File: src/inc/t1lcd_defs.svh
/*
  Constants of the T1 loop-code detector: register indices, field
  positions, reset values, codes and the persistence time.
  Assumes inclusion by bare name from the package and the design.
*/
`ifndef T1LCD_DEFS_SVH
`define T1LCD_DEFS_SVH

// Clock rate and persistence time
`define LCD_CLK_HZ        32'd100000000
`define LCD_PERSIST_S     32'd5

// Register indices; byte address is four times the index
`define LCD_CTRL_IDX      16'h0F03
`define LCD_MASK_IDX      16'h0F04
`define LCD_STAT_IDX      16'h0F05
`define LCD_ADDR(i)       ({14'h0000, (i), 2'h0})

// Control register fields
`define LCD_SEL_HI        7
`define LCD_SEL_LO        6
`define LCD_CODE_BIT      5
`define LCD_CTRL_RST      8'h00

// Status and mask field
`define LCD_FLAG_BIT      3
`define LCD_LOOP_BIT      0
`define LCD_MASK_RST      1'b0

// Detection select codes
`define LCD_SEL_OFF       2'h0
`define LCD_SEL_UP        2'h1
`define LCD_SEL_DOWN      2'h2
`define LCD_SEL_AUTO      2'h3

// Pattern window lengths and shift register reset
`define LCD_UP_LEN        5
`define LCD_DOWN_LEN      3
`define LCD_SHIFT_INIT    5'h1F

// Bus constants
`define LCD_HTRANS_ACT    1
`define LCD_HRESP_OKAY    1'b0
`define LCD_ZERO32        32'h0000_0000

`endif

File: src/inc/t1lcd_pkg.sv
/*
  Types of the T1 loop-code detector: bus request carrier, receive
  line carrier and the automatic-mode states.
  Assumes t1lcd_defs.svh is reachable on the include path.
*/
`include "t1lcd_defs.svh"

package t1lcd_pkg;

  // AHB-Lite request signals from the master
  typedef struct packed {
    logic        hsel;
    logic [31:0] haddr;
    logic [1:0]  htrans;
    logic        hwrite;
    logic [2:0]  hsize;
    logic [31:0] hwdata;
    logic        hready;
  } t1lcd_ahb_req_t;

  // Received line bit stream
  typedef struct packed {
    logic bit_valid;
    logic bit_val;
    logic single_rail;
  } t1lcd_line_rx_t;

  // Automatic loop-back sequencing
  typedef enum logic [1:0] {
    LCD_AUTO_OFF,
    LCD_AUTO_WAIT_UP,
    LCD_AUTO_LOOPED
  } t1lcd_auto_t;

endpackage

File: src/rtl/t1lcd_top.sv
/*
  One channel of the T1 network loop-code detector with its AHB-Lite
  register slave, sticky status, mask and level interrupt.
  Assumes one 100 MHz clock, receive bits qualified by a strobe that is
  synchronous to it, and word-sized single AHB-Lite transfers.
  Persistence is counted in clock cycles; the default count gives 5 s
  at 100 MHz, and a bench may shrink it to keep runs short.
*/
`timescale 1ns/1ns
`include "t1lcd_defs.svh"

module t1lcd_top
#(
  parameter logic [31:0] PERSIST_CYCLES = `LCD_PERSIST_S * `LCD_CLK_HZ
)
(
  input  wire logic                      clock,
  input  wire logic                      nrst,
  input  wire t1lcd_pkg::t1lcd_ahb_req_t ahb_req,
  input  wire t1lcd_pkg::t1lcd_line_rx_t line_rx,
  output logic [31:0]                    hrdata,
  output logic                           hreadyout,
  output logic                           hresp,
  output logic                           irq,
  output logic                           remote_loopback,
  output logic                           line_code_ami,
  output logic                           loop_code_seen_flag
);
  import t1lcd_pkg::*;

  // Exactly one set bit in a window
  // Shared by both windows; zero padding keeps one helper for the short one
  function automatic logic lcd_onehot(input logic [4:0] v);
    logic [4:0] m;
    m = v & (v - 5'h01);
    return (v != 5'h00) && (m == 5'h00);
  endfunction

  // Registers
  logic [7:0]  ctrl_q;
  logic [7:0]  ctrl_d;
  logic        mask_q;
  logic        flag_q;
  logic        flag_d;
  logic        remote_q;
  logic        remote_d;
  t1lcd_auto_t state_q;
  t1lcd_auto_t state_d;
  logic [4:0]  shift_q;
  logic [31:0] cnt_q;
  logic [31:0] cnt_d;
  logic [1:0]  pat_q;
  logic        irq_q;
  logic        ami_q;
  logic [31:0] hrdata_q;
  logic        hready_q;
  logic        hresp_q;
  logic        rd_pend_q;
  logic [2:0]  rd_sel_q;
  logic        wr_ctrl_q;
  logic        wr_mask_q;
  logic        wr_stat_q;

  // Bus decode
  wire logic        addr_take;
  wire logic        hit_ctrl;
  wire logic        hit_mask;
  wire logic        hit_stat;
  wire logic        take_rd;
  wire logic        take_wr;
  wire logic [31:0] rd_mux;
  wire logic [7:0]  stat_byte;
  wire logic [7:0]  mask_byte;

  // Pattern logic
  wire logic [1:0]  sel;
  wire logic [1:0]  pat_d;
  wire logic        up_ok;
  wire logic        down_ok;
  wire logic        match;
  wire logic        same_pat;
  wire logic        detect;
  wire logic        enter_auto;
  wire logic        w1c_flag;
  wire logic        terminate;

  // Address phase qualification and address compare
  // Qualified by the bus ready, so a stalled address phase
  // is never taken twice
  assign addr_take = ahb_req.hsel & ahb_req.htrans[`LCD_HTRANS_ACT]
                     & ahb_req.hready;
  assign hit_ctrl  = ahb_req.haddr == `LCD_ADDR(`LCD_CTRL_IDX);
  assign hit_mask  = ahb_req.haddr == `LCD_ADDR(`LCD_MASK_IDX);
  assign hit_stat  = ahb_req.haddr == `LCD_ADDR(`LCD_STAT_IDX);
  assign take_rd   = addr_take & ~ahb_req.hwrite;
  assign take_wr   = addr_take & ahb_req.hwrite;

  // Read data assembly; unmapped addresses read zero
  // Selects are one-hot, registered at the address phase
  assign stat_byte = {4'h0, flag_q, 2'h0, remote_q};
  assign mask_byte = {4'h0, mask_q, 3'h0};
  assign rd_mux    = rd_sel_q[0] ? {24'h000000, ctrl_q} :
                     rd_sel_q[1] ? {24'h000000, mask_byte} :
                     rd_sel_q[2] ? {24'h000000, stat_byte} :
                     `LCD_ZERO32;

  // Bus handshake: reads take one wait state, writes none
  // The wait state lets the read mux settle from registered selects,
  // so a read right behind a write sees the freshly written value
  always_ff @(posedge clock or negedge nrst)
  begin
    if (!nrst)
    begin
      hready_q  <= 1'b1;
      rd_pend_q <= 1'b0;
      rd_sel_q  <= 3'h0;
      wr_ctrl_q <= 1'b0;
      wr_mask_q <= 1'b0;
      wr_stat_q <= 1'b0;
    end
    else
    begin
      hready_q  <= ~take_rd;
      rd_pend_q <= take_rd;
      rd_sel_q  <= take_rd ? {hit_stat, hit_mask, hit_ctrl} : 3'h0;
      wr_ctrl_q <= take_wr & hit_ctrl;
      wr_mask_q <= take_wr & hit_mask;
      wr_stat_q <= take_wr & hit_stat;
    end
  end

  // Read data captured in the wait state; it then stands until
  // the next read completes
  always_ff @(posedge clock or negedge nrst)
  begin
    if (!nrst)
      hrdata_q <= `LCD_ZERO32;
    else if (rd_pend_q)
      hrdata_q <= rd_mux;
  end

  // Response is always OKAY; kept in a flop so the port is registered
  always_ff @(posedge clock or negedge nrst)
  begin
    if (!nrst)
      hresp_q <= `LCD_HRESP_OKAY;
    else
      hresp_q <= `LCD_HRESP_OKAY;
  end

  // Mask register; only the flag enable bit is stored,
  // the other bits read back as zero
  always_ff @(posedge clock or negedge nrst)
  begin
    if (!nrst)
      mask_q <= `LCD_MASK_RST;
    else if (wr_mask_q)
      mask_q <= ahb_req.hwdata[`LCD_FLAG_BIT];
  end

  // Control register; hardware end of auto mode wins over software
  // Unused low bits are kept so software reads back what it wrote
  assign sel       = ctrl_q[`LCD_SEL_HI:`LCD_SEL_LO];
  assign terminate = (state_q == LCD_AUTO_LOOPED) & detect;

  always_comb
  begin
    ctrl_d = ctrl_q;
    if (wr_ctrl_q)
      ctrl_d = ahb_req.hwdata[7:0];
    if (terminate)
      ctrl_d[`LCD_SEL_HI:`LCD_SEL_LO] = `LCD_SEL_OFF;
  end

  always_ff @(posedge clock or negedge nrst)
  begin
    if (!nrst)
      ctrl_q <= `LCD_CTRL_RST;
    else
      ctrl_q <= ctrl_d;
  end

  // Receive bit history; newest bit in the low position
  // Bits without the strobe are ignored, so the idle level between
  // strobes never disturbs the window; a fill of ones matches nothing
  always_ff @(posedge clock or negedge nrst)
  begin
    if (!nrst)
      shift_q <= `LCD_SHIFT_INIT;
    else if (line_rx.bit_valid)
      shift_q <= {shift_q[3:0], line_rx.bit_val};
  end

  // Pattern windows: one 1 in five bits, or one 1 in three bits
  // Every phase of a repeating code gives the same count of ones,
  // so no alignment to the code boundary is needed
  assign up_ok   = lcd_onehot(shift_q[`LCD_UP_LEN-1:0]);
  assign down_ok = lcd_onehot({2'h0,
                               shift_q[`LCD_DOWN_LEN-1:0]});

  // Pattern under watch, from select field and auto state
  // Auto state overrides the select field, so a rewrite of the select
  // while looped cannot leave loop-back without loop-down
  assign pat_d =
    (state_q == LCD_AUTO_LOOPED)  ? `LCD_SEL_DOWN :
    (state_q == LCD_AUTO_WAIT_UP) ? `LCD_SEL_UP :
    (sel == `LCD_SEL_UP)          ? `LCD_SEL_UP :
    (sel == `LCD_SEL_DOWN)        ? `LCD_SEL_DOWN :
    `LCD_SEL_OFF;

  assign match = (pat_q == `LCD_SEL_UP)   ? up_ok :
                 (pat_q == `LCD_SEL_DOWN) ? down_ok :
                 1'b0;
  assign same_pat = pat_d == pat_q;

  // Persistence over the threshold marks a detection, once
  // Equality fires for one cycle only; the counter then sits above
  // the threshold until the run breaks
  assign detect = match
                  & same_pat
                  & (cnt_q == PERSIST_CYCLES - 32'd1);

  // Persistence counter, saturating, restarted on mismatch
  // A change of watched pattern restarts it too, so a run begun under
  // the old pattern never counts toward the new one
  always_comb
  begin
    if (!match || !same_pat)
      cnt_d = `LCD_ZERO32;
    else if (cnt_q < PERSIST_CYCLES)
      cnt_d = cnt_q + 32'd1;
    else
      cnt_d = cnt_q;
  end

  always_ff @(posedge clock or negedge nrst)
  begin
    if (!nrst)
    begin
      cnt_q <= `LCD_ZERO32;
      pat_q <= `LCD_SEL_OFF;
    end
    else
    begin
      cnt_q <= cnt_d;
      pat_q <= pat_d;
    end
  end

  // Automatic loop-back sequencing
  // Once looped only a loop-down detection leaves; the select field
  // is not consulted there, so software cannot drop the loop-back
  assign enter_auto = (state_q == LCD_AUTO_OFF)
                      & (sel == `LCD_SEL_AUTO);

  always_comb
  begin
    state_d  = state_q;
    remote_d = remote_q;
    case (state_q)
      LCD_AUTO_OFF:
      begin
        if (sel == `LCD_SEL_AUTO)
          state_d = LCD_AUTO_WAIT_UP;
      end
      LCD_AUTO_WAIT_UP:
      begin
        if (sel != `LCD_SEL_AUTO)
          state_d = LCD_AUTO_OFF;
        else if (detect)
        begin
          state_d  = LCD_AUTO_LOOPED;
          remote_d = 1'b1;
        end
      end
      LCD_AUTO_LOOPED:
      begin
        if (detect)
        begin
          state_d  = LCD_AUTO_OFF;
          remote_d = 1'b0;
        end
      end
      default:
      begin
        state_d  = LCD_AUTO_OFF;
        remote_d = 1'b0;
      end
    endcase
  end

  always_ff @(posedge clock or negedge nrst)
  begin
    if (!nrst)
    begin
      state_q  <= LCD_AUTO_OFF;
      remote_q <= 1'b0;
    end
    else
    begin
      state_q  <= state_d;
      remote_q <= remote_d;
    end
  end

  // Sticky flag: detection wins over both clears
  // An event in the same cycle as a clear must not be lost
  assign w1c_flag = wr_stat_q & ahb_req.hwdata[`LCD_FLAG_BIT];

  always_comb
  begin
    if (detect)
      flag_d = 1'b1;
    else if (w1c_flag || enter_auto)
      flag_d = 1'b0;
    else
      flag_d = flag_q;
  end

  always_ff @(posedge clock or negedge nrst)
  begin
    if (!nrst)
      flag_q <= 1'b0;
    else
      flag_q <= flag_d;
  end

  // Interrupt level and line-code selection outputs
  // Interrupt follows the masked flag one cycle late, being registered;
  // the line-code choice is gated by single rail, since in dual rail
  // the coding is settled outside this block
  always_ff @(posedge clock or negedge nrst)
  begin
    if (!nrst)
    begin
      irq_q <= 1'b0;
      ami_q <= 1'b0;
    end
    else
    begin
      irq_q <= flag_q & mask_q;
      ami_q <= line_rx.single_rail
               & ctrl_q[`LCD_CODE_BIT];
    end
  end

  // Port drive
  assign hrdata              = hrdata_q;
  assign hreadyout           = hready_q;
  assign hresp               = hresp_q;
  assign irq                 = irq_q;
  assign remote_loopback     = remote_q;
  assign line_code_ami       = ami_q;
  assign loop_code_seen_flag = flag_q;

endmodule

File: config.mk
export PLATFORM = sky130hd
export DESIGN_NAME = t1lcd_top
export DESIGN_NICKNAME = d
export VERILOG_FILES = /design/src/inc/t1lcd_pkg.sv /design/src/rtl/t1lcd_top.sv
export VERILOG_INCLUDE_DIRS = /design/src /design/src/inc
export SDC_FILE = /design/constraint.sdc
export NUM_CORES = 1
export LEC_CHECK = 0
export ABC_AREA = 1
export BUFFER_PORTS_ARGS = -buffer_cell sky130_fd_sc_hd__buf_2
export CAP_MARGIN = 20
export CORE_MARGIN = 3
export CORE_UTILIZATION = 25
export DETAILED_ROUTE_END_ITERATION = 12
export PLACE_DENSITY_LB_ADDON = 0.1
export SETUP_SLACK_MARGIN = 0.15
export SLEW_MARGIN = 40
export SYNTH_ARGS = -nofsm -noshare
export SYNTH_HDL_FRONTEND = slang
export SYNTH_SLANG_ARGS = --single-unit
File: constraint.sdc
create_clock -name clock -period 2.3 [get_ports clock]
set_clock_uncertainty 0.05 [all_clocks]
set_input_delay 0.46 -clock clock [delete_from_list [all_inputs] [get_ports clock]]
set_output_delay 0.46 -clock clock [all_outputs]
set_load 0.03 [all_outputs]
==> flow_summary.ini <==
[outcome]
status = finished, final reports clean

[setup_path]
regToRegStartpoint = cnt_q[0]
path_cells = ha_1 > nand3_1 > inv_1 > nand2_1 > inv_1 > nand2_1 > nor2_1 > nand3_2 > nand2_1 > nand2_1 > nand2_1 > nand2_1
cp_max_fo = 6
crit_slowest_cell = dfrtp_2
critPathLaunchType = flop
path_class = flop to flop
crit_path_max_incr_delay_ps = 420
reg2reg_slack_ps = 330
path_delay_family = simple AND/OR/NAND/NOR gates
cp_common_cell = nand2_1
cp-end-kind = flop
reg2reg_to = remote_loopback
r2r_cells = 12
cp.buffers_inverters = 2
arrival_ps = 2160
cp_data_required_time_ps = 2490

[placed_design]
placed_area_sq_mm = 0.004706
place_ws_ps = 271.8
io_buffers = 61
place_congestion = 0.9265
dp_hpwl_mm = 8.131

[synthesis]
synth_seq_cells = 70
synth.area.mux_share_pct = 0
syn-cell-area_sq_mm = 0.004242
syn-instance-count = 595
yosysUniqueCellTypes = 29
synth-xor-area-share_pct = 3.304
yosys.area_share.simple_pct = 37.58
synth_compound_area_share_pct = 3.569
yosys_warnings = 0
yosysSeqAreaShare_pct = 41.47
avgSynthCellArea_sq_um = 7.129
synth_top_family_by_area = simple AND/OR/NAND/NOR gates
yosys.area_share.adder_pct = 0.2950

[timing]
rsz0062_at_grt = true
relSlewSlack_pct = 64.22
fin_setup_tns_ps = 0
finalCritPeriodShare_pct = 85.65
fin_ws_ps = 330.1
setup_violations = 0
finalCriticalPeriod_ps = 1970
hold_violations = 0
max_freq_mhz = 507.6
slew_violations = 0
worstMarginPinSlew_ps = 536.7

[detailed_routing]
via_per_inst = 4.220
routed_wl_mm = 10.89
antenna_left = 0
vias = 3709
post-route-drc-count = 0
wl_per_cell_um = 12.39
drt_iter0_drc = 220
first_pass_iters = 4

[pwr]
vdd_ir_drop_max_mv = 0.3266
power_uw = 2785
power_density_mw_per_mm2 = 556.9
p_leak_uw = 0.002555

[clocking]
cts_tree = yes
numCtsBuffers = 9
clock_path_buffers = 2
cts.sinks = 70
htreeDepth = 3
cts_hold_buf = 0
root_buffer = clkbuf_16
clk_latency_ps = 350
clkTransAtPathRegs_ps = 60

[global_routing]
grt_pass1_vias = 3548
grt_overflow_total = 0
antenna_found_initial = 0
grt_pass1_wl_mm = 17.80
grt_max_degree = 60
track_usage_pct = 12.27

[floorplan]
core_area_sq_mm = 0.01623
die-area_sq_mm = 0.01857
ios = 115
fp-row-count = 46
die_h_um = 136.3
start_util_pct = 26.13
die_x_um = 136.3

[final_layout]
fill_cells = 1825
area_delta_synth_final_pct = 17.88
drive_gt1_share_pct = 16.74
antenna_cells = 0
design_area_sq_mm = 0.005000
nets = 736

[run]
drv_cap = 0

[worst_hold_path]
hold_path_class = input port to async pin
-- cell families (layout without fill, tap and decap cells) --
family / Yosys count / after routing
other: 1 / 25
XOR/XNOR: 16 / 16
adder cells (fa/ha/maj): 1 / 1
AO/OA/AOI/OAI: 29 / 29
AND/OR/NAND/NOR: 362 / 362
buffers and inverters: 116 / 160
flip-flops: 70 / 70
-- cell usage in the layout (no fill, tap or decap), drive strengths merged --
cell,count
o221ai,1
nor3b,1
conb,25
dfstp,6
xor2,14
nand2b,1
inv,76
clkbuf,10
nand4,13
xnor2,2
o21bai,1
a21oi,6
and2,2
nor2,76
ha,1
nand3b,1
clkinvlp,2
clkinv,4
nor3,9
nand3,95
buf,68
o21ai,21
dfrtp,64
nand2,164
-- registers in the layout, indices dropped and copies added, names as in the netlist, 2 cells and up --
name,cells
cnt_q,32
hrdata,8
ctrl_q,8
state_q,2
rd_sel_q,3
pat_q,2
shift_q,5
-- routing by layer --
layer	routed length (um)	track usage, %
met5	0	0
met4	149	4.199
met3	372	3.220
met2	5192	19.59
met1	5179	16.09
-- metrics by stage --
stage | cells | hold WS, ps | util (%)
floorplan | 619 | 114.4 | -
global placement | 863 | 392.9 | 28.99
detailed placement | 863 | 399.2 | 28.99
CTS | 879 | 50.05 | 30.75
global route | 879 | 75.76 | 30.80
finish | 879 | 43.56 | 30.80
-- cell usage after synthesis, drive strengths merged --
master | n | area [sq um]
a21oi | 6 | 30.03
and2 | 2 | 12.51
buf | 37 | 284.0
clkbuf | 3 | 11.26
clkinv | 1 | 3.750
conb | 1 | 3.750
dfrtp | 64 | 1602
dfstp | 6 | 157.7
ha | 1 | 12.51
inv | 75 | 281.5
nand2 | 164 | 623.1
nand2b | 1 | 6.260
nand3 | 95 | 525.5
nand3b | 1 | 7.510
nand4 | 13 | 81.33
nor2 | 76 | 285.3
nor3 | 9 | 45.04
nor3b | 1 | 7.510
o21ai | 21 | 105.1
o21bai | 1 | 7.510
o221ai | 1 | 8.760
xnor2 | 2 | 17.52
xor2 | 14 | 122.6
-- layout make-up --
cell class	instances	area (sq um)	share of cell area (%)
sequential	70	1760	35.21
timing repair buffer	68	397.9	7.958
inverter	76	285.3	5.706
tap	216	270.3	5.405
multi-input combinational	433	2001	40.02
clock inverter	6	46.29	0.9259
clock buffer	10	239.0	4.780
-- how the worst max path moves through the flow --
stage              from         endpoint  slack (ps)  cells after the start
2_1_floorplan  cnt_q[0]  remote_loopback         550                     12
3_3_place_gp   cnt_q[0]  remote_loopback         310                     12
3_5_place_dp   cnt_q[0]        ctrl_q[6]         270                     10
4_1_cts        cnt_q[0]        ctrl_q[6]         260                     10
6_report       cnt_q[0]  remote_loopback         330                     12
5_1_grt        cnt_q[0]  remote_loopback         120                     12
-- repair_timing --
action | CTS | global route
endpoints found under the setup margin | 0 | 7
buffers inserted | 0 | 0
gates resized for setup | 0 | 3
-- power breakdown --
group	switching, uW	total [uW]	internal, uW
logic	134	188	54.2
registers	10.2	1270	1260
clock network	566	1330	764
Power figures use the tool's default switching activity.
